**config.mk**
```make
export PLATFORM = sky130hd
export DESIGN_NAME = cdr_retime
export DESIGN_NICKNAME = d
export VERILOG_FILES = /design/src/cdr_pkg.sv /design/src/cdr_retime_unused_placeholder_never.sv /design/src/transition_detect.sv /design/src/cdr_retime.sv
export SDC_FILE = /design/constraint.sdc
export NUM_CORES = 1
export LEC_CHECK = 0
export ABC_CLOCK_PERIOD_IN_PS = 9070
export BUFFER_PORTS_ARGS = -buffer_cell sky130_fd_sc_hd__buf_2
export CAP_MARGIN = 20
export CORE_MARGIN = 3
export CORE_UTILIZATION = 50
export DETAILED_ROUTE_END_ITERATION = 6
export PLACE_DENSITY = 0.66
export SYNTH_ARGS = -nofsm -noshare
export SYNTH_HDL_FRONTEND = slang
export SYNTH_HIERARCHICAL = 1
export SYNTH_SLANG_ARGS = --single-unit
```
**constraint.sdc**
```tcl
create_clock -name clock_i -period 9.07 [get_ports clock_i]
set_input_delay 0.4535 -clock clock_i [delete_from_list [all_inputs] [get_ports clock_i]]
set_output_delay 0.4535 -clock clock_i [all_outputs]
set_load 0.01 [all_outputs]
```
**src/cdr_pkg.sv**
```systemverilog
// constants shared by the clock recovery and retiming design
`default_nettype none
package cdr_pkg;
    // ------------------------------------------------------------
    // clocking and rates
    // ------------------------------------------------------------
    localparam int unsigned CLK_PERIOD_NS    = 25;
    localparam int unsigned CLK_HZ           = 1_000_000_000 / CLK_PERIOD_NS;
    localparam int unsigned NOMINAL_BPS      = 100_000_000;
    // model runs the serial stream scaled down to this many clocks per bit
    localparam int unsigned BIT_CYCLES       = 8;
    localparam int unsigned MODEL_BPS        = CLK_HZ / BIT_CYCLES;
    localparam int unsigned CAPTURE_PERCENT  = 4;
    localparam int unsigned OFFSET_PERCENT   = 3;

    // ------------------------------------------------------------
    // oscillator and loop filter
    // ------------------------------------------------------------
    localparam int unsigned PHASE_W          = 16;
    localparam int unsigned FREQ_W           = 12;
    localparam logic [PHASE_W-1:0] NCO_STEP  = PHASE_W'((32'h1 << PHASE_W) / BIT_CYCLES);
    localparam logic signed [FREQ_W-1:0] FREQ_LIMIT =
        FREQ_W'((32'h1 << PHASE_W) / BIT_CYCLES * CAPTURE_PERCENT / 100);
    localparam logic [PHASE_W-1:0] KP_STEP   = 16'h0100;
    localparam logic signed [FREQ_W-1:0] KI_STEP = 12'h004;
    localparam logic [PHASE_W-1:0] PHASE_RST = 16'h0000;
    localparam logic signed [FREQ_W-1:0] FREQ_RST = 12'h000;

    // ------------------------------------------------------------
    // transition detector
    // ------------------------------------------------------------
    localparam int unsigned DELAY_STAGES     = 2;
endpackage
`default_nettype wire

```
**src/cdr_retime_unused_placeholder_never.sv**
```systemverilog
// carrier between the recovery loop and its transition detector
`default_nettype none
interface td_link;
    logic data;
    logic pulse;
    logic delayed;
    // the detector takes the synchronised stream and hands back its pulse
    modport detector (
        input  data,
        output pulse,
        output delayed
    );
    modport loop (
        output data,
        input  pulse,
        input  delayed
    );
endinterface
`default_nettype wire

```
**src/transition_detect.sv**
```systemverilog
// transition detector: data xor a two-gate delayed copy of itself
`default_nettype none
module transition_detect (
    input  wire logic clock_i,
    input  wire logic rstn_i,
    td_link.detector  link
);
    typedef struct packed {
        logic first_delay_gate;
        logic second_delay_gate;
        logic transition_gate;
    } td_state_t;

    td_state_t s_r;
    td_state_t s_nxt;

    always_comb begin
        s_nxt                   = s_r;
        s_nxt.first_delay_gate  = link.data;
        s_nxt.second_delay_gate = s_r.first_delay_gate;
        // a pulse lasts as long as the two-stage delay, once per edge
        s_nxt.transition_gate   = link.data ^ s_r.second_delay_gate;
    end

    always_ff @(posedge clock_i or negedge rstn_i) begin
        if (!rstn_i) begin
            s_r <= '0;
        end else begin
            s_r <= s_nxt;
        end
    end

    assign link.pulse   = s_r.transition_gate;
    // copy aligned with the pulse centre for the decision flip-flop
    assign link.delayed = s_r.second_delay_gate;
endmodule
`default_nettype wire

```
**src/cdr_retime.sv**
```systemverilog
// clock recovery loop and decision flip-flop for an nrz serial stream
`default_nettype none
// Operation
// - pulses from data xor delayed data
// - one pulse per edge, none when steady
// - pulse width equals two delay stages
// - advance/retard width difference tracks phase
// - no pulses means advance and retard low
// - long runs tolerated, loop holds frequency
// - locks on 2^23-1 pseudo-random sequence
// - capture range plus or minus four percent
// - data sampled by recovered clock flip-flop
// - retimed data changes only with recovered clock
// - sampling instant at eye centre
// - nominal rate one hundred megabits, scaled
// - works with three percent rate offset
// - true and complement clocks, no skew
module cdr_retime (
    input  wire logic clock_i,
    input  wire logic rstn_i,
    input  wire logic serial_i,
    output logic      rec_clk_o,
    output logic      rec_clk_n_o,
    output logic      retimed_data_o,
    output logic      transition_o,
    output logic      advance_o,
    output logic      retard_o,
    output logic      freq_at_limit_o
);
    // ------------------------------------------------------------
    // state
    // ------------------------------------------------------------
    typedef struct packed {
        // two-stage synchroniser for the asynchronous serial input
        logic                                  sync1;
        logic                                  sync2;
        // oscillator phase accumulator and loop filter frequency term
        logic [cdr_pkg::PHASE_W-1:0]           phase;
        logic signed [cdr_pkg::FREQ_W-1:0]     freq;
        // registered outputs
        logic                                  rec_clk;
        logic                                  rec_clk_n;
        logic                                  retimed;
        logic                                  transition;
        logic                                  advance;
        logic                                  retard;
        logic                                  at_limit;
    } cdr_state_t;

    cdr_state_t s_r;
    cdr_state_t s_nxt;
    logic       pulse;
    logic       delayed;

    // ------------------------------------------------------------
    // loop arithmetic
    // ------------------------------------------------------------
    // saturating add keeps the frequency term inside the capture window
    function automatic logic signed [cdr_pkg::FREQ_W-1:0] clamp_add(
        input logic signed [cdr_pkg::FREQ_W-1:0] a,
        input logic signed [cdr_pkg::FREQ_W-1:0] b
    );
        logic signed [cdr_pkg::FREQ_W:0] sum;
        logic signed [cdr_pkg::FREQ_W:0] lim;
        // both sides signed, or a negative sum would compare as a huge one
        sum = {a[cdr_pkg::FREQ_W-1], a} + {b[cdr_pkg::FREQ_W-1], b};
        lim = {cdr_pkg::FREQ_LIMIT[cdr_pkg::FREQ_W-1], cdr_pkg::FREQ_LIMIT};
        if (sum > lim) begin
            clamp_add = cdr_pkg::FREQ_LIMIT;
        end else if (sum < -lim) begin
            clamp_add = -cdr_pkg::FREQ_LIMIT;
        end else begin
            clamp_add = sum[cdr_pkg::FREQ_W-1:0];
        end
    endfunction

    // sign-extend the frequency term to the phase accumulator width
    function automatic logic [cdr_pkg::PHASE_W-1:0] freq_to_step(
        input logic signed [cdr_pkg::FREQ_W-1:0] f
    );
        freq_to_step = {{(cdr_pkg::PHASE_W-cdr_pkg::FREQ_W){f[cdr_pkg::FREQ_W-1]}}, f};
    endfunction

    // true when the frequency term sits on either edge of the window
    function automatic logic at_clamp(
        input logic signed [cdr_pkg::FREQ_W-1:0] f
    );
        at_clamp = (f == cdr_pkg::FREQ_LIMIT) || (f == -cdr_pkg::FREQ_LIMIT);
    endfunction

    // gated detector: the pulse half before the clock edge advances,
    // the half after retards; both stay low without transitions
    function automatic logic [1:0] phase_detect(
        input logic pulse_in,
        input logic clk_high
    );
        phase_detect = {pulse_in & ~clk_high, pulse_in & clk_high};
    endfunction

    // proportional kick: a request moves the phase at once, so the loop
    // answers within one pulse while the integral term stays slow
    function automatic logic [cdr_pkg::PHASE_W-1:0] pump_step(
        input logic [cdr_pkg::PHASE_W-1:0] base,
        input logic                        up,
        input logic                        down
    );
        pump_step = base;
        if (up) begin
            pump_step = base + cdr_pkg::KP_STEP;
        end else if (down) begin
            pump_step = base - cdr_pkg::KP_STEP;
        end
    endfunction

    // integral path only moves on requests, so long runs keep frequency
    function automatic logic signed [cdr_pkg::FREQ_W-1:0] freq_next(
        input logic signed [cdr_pkg::FREQ_W-1:0] f,
        input logic                              up,
        input logic                              down
    );
        freq_next = f;
        if (up) begin
            freq_next = clamp_add(f, cdr_pkg::KI_STEP);
        end else if (down) begin
            freq_next = clamp_add(f, -cdr_pkg::KI_STEP);
        end
    endfunction

    // the decision flop fires where the recovered clock goes high to low
    function automatic logic clock_fell(
        input logic                        now_high,
        input logic [cdr_pkg::PHASE_W-1:0] next_phase
    );
        clock_fell = now_high && !next_phase[cdr_pkg::PHASE_W-1];
    endfunction

    // ------------------------------------------------------------
    // transition detector on the synchronised stream
    // ------------------------------------------------------------
    // the stream enters the detector after both synchroniser stages
    td_link u_link ();

    assign u_link.data = s_r.sync2;
    assign pulse       = u_link.pulse;
    assign delayed     = u_link.delayed;

    // pulse and delayed copy come back registered inside the detector
    transition_detect u_td (
        .clock_i (clock_i),
        .rstn_i  (rstn_i),
        .link    (u_link)
    );

    // ------------------------------------------------------------
    // phase detector, loop filter, oscillator, decision flip-flop
    // ------------------------------------------------------------
    always_comb begin
        logic                              adv;
        logic                              ret;
        logic [cdr_pkg::PHASE_W-1:0]       step;
        logic signed [cdr_pkg::FREQ_W-1:0] fnext;
        logic [cdr_pkg::PHASE_W-1:0]       pnext;
        adv   = 1'b0;
        ret   = 1'b0;
        step  = '0;
        fnext = '0;
        pnext = '0;
        s_nxt = s_r;
        // serial_i comes from outside the clock domain: two flops first
        s_nxt.sync1 = serial_i;
        s_nxt.sync2 = s_r.sync1;
        // phase detector
        {adv, ret}       = phase_detect(pulse, s_r.rec_clk);
        s_nxt.advance    = adv;
        s_nxt.retard     = ret;
        s_nxt.transition = pulse;
        // loop filter: the integral term rides on the nominal step
        fnext            = freq_next(s_r.freq, adv, ret);
        s_nxt.freq       = fnext;
        s_nxt.at_limit   = at_clamp(fnext);
        // oscillator: the proportional term shifts the phase at once
        step             = cdr_pkg::NCO_STEP + freq_to_step(s_r.freq);
        step             = pump_step(step, adv, ret);
        pnext            = s_r.phase + step;
        s_nxt.phase      = pnext;
        s_nxt.rec_clk    = pnext[cdr_pkg::PHASE_W-1];
        s_nxt.rec_clk_n  = ~pnext[cdr_pkg::PHASE_W-1];
        // edges lock to the rising clock, so the falling edge is mid-eye
        if (clock_fell(s_r.rec_clk, pnext)) begin
            s_nxt.retimed = delayed;
        end
    end

    // ------------------------------------------------------------
    // registers
    // ------------------------------------------------------------
    always_ff @(posedge clock_i or negedge rstn_i) begin
        if (!rstn_i) begin
            // complement clock leaves reset high, opposite its pair
            s_r       <= '0;
            s_r.phase <= cdr_pkg::PHASE_RST;
            s_r.freq  <= cdr_pkg::FREQ_RST;
            s_r.rec_clk_n <= 1'b1;
        end else begin
            s_r <= s_nxt;
        end
    end

    // ------------------------------------------------------------
    // outputs, each straight from a register
    // ------------------------------------------------------------
    assign rec_clk_o       = s_r.rec_clk;
    assign rec_clk_n_o     = s_r.rec_clk_n;
    assign retimed_data_o  = s_r.retimed;
    assign transition_o    = s_r.transition;
    assign advance_o       = s_r.advance;
    assign retard_o        = s_r.retard;
    assign freq_at_limit_o = s_r.at_limit;
endmodule
`default_nettype wire

```
==> results of run 1 <==
## per-stage QoR
stage | power [mW] | utilization (%) | cells | hold WS, ps | instance area, um2
floorplan | 0.998 | - | 335 | 158 | 2950
global placement | 1.13 | 53.0 | 397 | 334 | 2970
detailed placement | 1.14 | 53.0 | 397 | 346 | 2970
CTS | 1.29 | 55.1 | 405 | 245 | 3090
global route | 1.42 | 55.1 | 405 | 242 | 3090
finish | 1.30 | 55.1 | 405 | 260 | 3090
## routing by layer
layer,track usage [%],share of wire [%]
met3,3.37,4.6
met1,27.9,48
met4,9.06,3.0
met2,30.5,44
met5,0,0
## kinds of logic (layout without fill, tap and decap cells)
| group | after synthesis | in the layout |
|---|---|---|
| and+or+nand+nor | 116 | 116 |
| AOI/OAI and AO/OA | 87 | 87 |
| buffers and inverters | 42 | 40 |
| DFF | 39 | 39 |
| xor gates and xnor gates | 27 | 27 |
| adders and majority gates | 21 | 21 |
| muxes | 3 | 3 |
## cell usage after synthesis (4+ instances only)
cell,count
nor3_1,13
a21oi_1,18
o21ai_0,15
clkbuf_1,6
inv_1,21
nand3_1,16
xnor2_1,20
buf_2,8
nor2_1,22
dfrtp_1,38
a211oi_1,4
nor2b_1,8
nand2_1,24
nand2b_1,6
xor2_1,7
ha_1,20
o211ai_1,8
a21o_1,6
and3_1,4
## where the power goes
part           total, mW  switching (mW)  internal [mW]
Combinational      0.785           0.437          0.348
Sequential         0.360           0.109          0.251
Clock              0.150          0.0675         0.0829
Total               1.30           0.613          0.683
## worst max-delay path by stage
stage	depth (start not counted)	start	slack (ps)	endpoint
global route	11	s_r[9]	4870	freq_at_limit_o
global placement	11	s_r[9]	5570	freq_at_limit_o
finish	11	s_r[9]	5290	freq_at_limit_o
detailed placement	11	s_r[9]	5390	freq_at_limit_o
floorplan	13	u_td/link.pulse	5990	retimed_data_o
CTS	11	s_r[9]	5330	freq_at_limit_o
## critical path: stages, from the launching register on
cell	delay, ps
dfrtp_1	580
inv_2	150
ha_1	380
nor2b_1	240
a211oi_1	80
o31a_1	280
o31a_1	250
o21ai_1	630
o21ai_1	160
a221oi_1	420
nand4_1	150
o41ai_1	340
## area by class of cell
cell class                 instances  area [um2]  share of cell area (%)
multi-input combinational        254        1770                    57.5
clock buffer                       5        68.8                    2.23
timing repair buffer               9        45.0                    1.46
sequential                        39         977                    31.6
tap                               72        90.1                    2.92
inverter                          23        86.3                    2.80
clock inverter                     3        46.3                    1.50
==> impl_metrics.ini, run 1 <==
[synthesis]
synthTopCellsByArea = dfrtp_1 (32%), ha_1 (8.5%), xnor2_1 (5.9%)
synth_area_mm2 = 0.00295
ys_seq_area_share_pct = 33.1
synth-seq-cells = 39
synth_edf_count = 0
synth-simple-area-share_pct = 20.9
synth_top_family_by_area = compound AO/OA/AOI/OAI gates
synthXorXnorAreaFrac_pct = 8.02
synthesis.nets = 359
syn_inst = 335
synth.avg_cell_area_um2 = 8.80
ys_async_sr_fraction_pct = 100
muxShareOfSynthArea_pct = 1.06
yosysUniqueCellTypes = 63
netlist.area_leader.share_pct = 32.2
ys_warn_count = 6
synth_compound_area_share_pct = 21.0
synthAdderAreaFrac_pct = 9.16
synth_flop_cell = dfrtp_1
yosysTopAreaCell = dfrtp_1

[critical_path]
r2r_end = freq_at_limit_o
reg2reg_slack_ps = 5290
rr_worst_depth = 11
cp.required_ps = 9250
arrival_ps = 3960
r2r_start = s_r[9]
crit_path_end_kind = flop
critPathMaxFanout = 17
critPathLaunchType = flop
path_class = reg2reg

[pwr]
vdd_drop_max_mv = 0.244
p_per_area_mw_per_mm2 = 420
p_leak_nw = 1.33

[placed_design]
place_ws_ps = 5390
io_buffer_count = 9
dp_hpwl_um = 4930
globalplace.congestion = 0.939

[cts]
post_cts_buffers = 0
clk_pin_slew_worst_paths_ps = 80
ctsHoldBuffers = 0
clk_latency_ps = 290
cts.sink_count = 39
htreeDepth = 2
cts_made_buffers = 5
tritoncts = built
cts_root_buffer = clkbuf_8
post_cts_resized = 0
cts_buffer_depth = 2

[floorplanning]
fp-row-count = 27
die_h_um = 82.8
dieArea_mm2 = 0.00686
boundaryPins = 10
die_w_um = 82.8
start_util_pct = 52.6
coreArea_mm2 = 0.00561

[detailed_routing]
first_pass_iters = 4
wl_per_cell_um = 16.4
drtIter0Drc = 233
num_vias = 2479
wirelength_um = 6650
ant_nets = 0
viasPerCell = 6.12
post-route-drc-count = 0

[timing]
maxSlewViolCount = 0
skew_ps = 5.42
rsz0062_at_grt = no
worstMarginPinSlew_ps = 863
period_share_pct = 41.7
setup_viol = 0
fin_tns_setup_ps = 0
finalHoldViolations = 0
period_needed_ps = 3780
final.setup.worst_slack_ps = 5290
fmax_ghz = 0.264
relSlewSlack_pct = 42.5

[finish]
final_common_cell = dfrtp_1
final_cell_mix = dfrtp_1 (38), nand2_1 (24), nor2_1 (22), inv_1 (21)
drive_gt1_share_pct = 8.41
top_register = s_r
nNetsFinal = 356
diodes = 0
largest_register_ffs = 28
final.fill_count = 542
area_growth_pct = 4.71

[global_route]
grt_pass1_wl_um = 11400
grt_overflow_total = 0
grt_max_degree = 40
grt_use_total_pct = 20.1
grt_antenna_before_repair = 0
grt_pass1_vias = 2333

[min_path]
worstHoldPathType = in2async

[status]
status = complete, no violations

[flow_run]
max-cap-violations = 0
(Power assumes the default switching activity.)
==> run 2, diff against run 1 <==
--- a/config.mk
+++ b/config.mk
@@ -5,13 +5,13 @@
 export SDC_FILE = /design/constraint.sdc
 export NUM_CORES = 1
 export LEC_CHECK = 0
-export ABC_CLOCK_PERIOD_IN_PS = 9070
+export ABC_CLOCK_PERIOD_IN_PS = 3350
 export BUFFER_PORTS_ARGS = -buffer_cell sky130_fd_sc_hd__buf_2
 export CAP_MARGIN = 20
 export CORE_MARGIN = 3
 export CORE_UTILIZATION = 50
 export DETAILED_ROUTE_END_ITERATION = 6
-export PLACE_DENSITY = 0.66
+export PLACE_DENSITY = 0.69
 export SYNTH_ARGS = -nofsm -noshare
 export SYNTH_HDL_FRONTEND = slang
 export SYNTH_HIERARCHICAL = 1
==> constraint.sdc (replaced) <==
create_clock -name clock_i -period 3.35 [get_ports clock_i]
set_input_delay 0.1675 -clock clock_i [delete_from_list [all_inputs] [get_ports clock_i]]
set_output_delay 0.1675 -clock clock_i [all_outputs]
set_load 0.01 [all_outputs]
==> impl_metrics.ini, run 2 (same netlist as run 1, synthesis figures left out) <==
[status]
status = finished, violations left
failed_checks = hold timing

[pwr]
internal_power_mw = 1.93
p_comb_share_pct = 67.1
clockPowerShare_pct = 9.0
switchingPower_mw = 1.69
power_mw = 3.62
p_per_area_mw_per_mm2 = 1110
p_sw_share_pct = 46.8
vdd_drop_max_mv = 0.716
seqPwrFrac_pct = 23.9
p_leak_nw = 1.43

[critical_path]
path_class = reg2reg
arrival_ps = 3310
reg2reg_slack_ps = 210
critPathMaxFanout = 9
r2r_start = s_r[9]
cp-endpoint = freq_at_limit_o
cp.required_ps = 3520
rr_worst_depth = 12
r2r_end = freq_at_limit_o
crit_path_end_kind = flop
setup.worst_path.start = s_r[9]
critPathLaunchType = flop

[placed_design]
io_buffer_count = 9
placed_cells = 418
placed_area_mm2 = 0.00313
place_ws_ps = 179
dp_hpwl_um = 5170
globalplace.congestion = 0.949

[detailed_routing]
viasPerCell = 5.91
wirelength_um = 6880
drtIter0Drc = 197
ant_nets = 0
wl_per_cell_um = 16.1
post-route-drc-count = 0
first_pass_iters = 4
num_vias = 2518

[cts]
cts.sink_count = 39
htreeDepth = 2
clk_pin_slew_worst_paths_ps = 80
post_cts_buffers = 0
cts_made_buffers = 5
clk_latency_ps = 280
cts_root_buffer = clkbuf_8
cts_buffer_depth = 2
tritoncts = built

[floorplanning]
fp-row-count = 27
coreArea_mm2 = 0.00561
die_h_um = 82.8
dieArea_mm2 = 0.00686
die_w_um = 82.8
boundaryPins = 10
start_util_pct = 52.6

[timing]
finalHoldViolations = 36
skew_ps = 9.55
period_share_pct = 93.7
relSlewSlack_pct = 43.4
hold_slack_ps = -10.9
final.setup.worst_slack_ps = 211
fmax_ghz = 0.319
setup_viol = 0
maxSlewViolCount = 0
period_needed_ps = 3140
worstMarginPinSlew_ps = 849
rsz0062_at_grt = no
fin_tns_setup_ps = 0

[finish]
post-route-util_pct = 57.9
drive_gt1_share_pct = 14.7
largest_register_ffs = 28
final_cell_mix = dfrtp_1 (37), nand2_1 (24), nor2_1 (22), inv_1 (21), buf_4 (21)
final.fill_count = 506
final_cells = 426
multi_input_area_mm2 = 0.00179
regArea_um2 = 978
top_register = s_r
nNetsFinal = 378
area_growth_pct = 10.1
design_area_mm2 = 0.00325
diodes = 0
final_common_cell = dfrtp_1

[global_route]
grt_antenna_before_repair = 0
grt_overflow_total = 0
grt_pass1_wl_um = 12100
grt_use_total_pct = 21.3
grt_pass1_vias = 2528
grt_max_degree = 40

[min_path]
worstHoldPathType = in2async

[flow_run]
max-cap-violations = 0
==> run 2: layer usage <==
metal	vias up	wire length [um]	track usage (%)
met5	-	0	0
met4	0	120	7.43
li1	1240	-	-
met1	1201	3250	29.2
met2	65	3210	34.0
met3	12	299	3.77
==> run 2: area by class of cell <==
class / instances / share of cell area [%]
Tap cell: 72 / 2.77
Clock buffer: 6 / 2.54
Clock inverter: 1 / 0.270
Multi-Input combinational cell: 254 / 55.1
Inverter: 23 / 2.66
Sequential cell: 39 / 30.1
Timing Repair Buffer: 31 / 6.55
==> run 2: timing repair <==
action                                  in CTS  in global routing
gates resized for setup                      0                  5
hold endpoints to repair                     1                  0
hold buffers                                 1                  0
endpoints found under the setup margin       0                  2
==> run 2: worst min path at each step <==
stage                     slack (ps)  cells past startpoint  startpoint   endpoint
final                            -10                      1      rstn_i    s_r[30]
after global routing              40                      1      rstn_i    s_r[30]
after CTS                         20                      1      rstn_i    s_r[29]
after detailed placement         280                      1    serial_i  s_nxt[35]
after global placement           280                      1    serial_i  s_nxt[35]
after floorplan                 -130                      0      rstn_i  advance_o
==> run 2: power by group through the flow <==
| stage | clock network, mW | logic, mW | registers, mW |
|---|---|---|---|
| after floorplan | 0 | 1.90 | 0.803 |
| after global placement | 0 | 2.35 | 0.863 |
| after detailed placement | 0 | 2.37 | 0.869 |
| after CTS | 0.339 | 2.40 | 0.860 |
| after global routing | 0.361 | 2.73 | 0.889 |
| final | 0.325 | 2.43 | 0.864 |
==> run 2: worst max-delay path: stages (launching register included) <==
cell	delay [ps]
dfrtp_1	480
ha_1	290
and2_1	200
xnor2_1	120
o32ai_1	340
a221oi_1	210
or2_1	330
buf_4	170
nor2_1	90
a2bb2oi_1	310
nor4b_2	270
nand4_1	120
o41ai_1	90
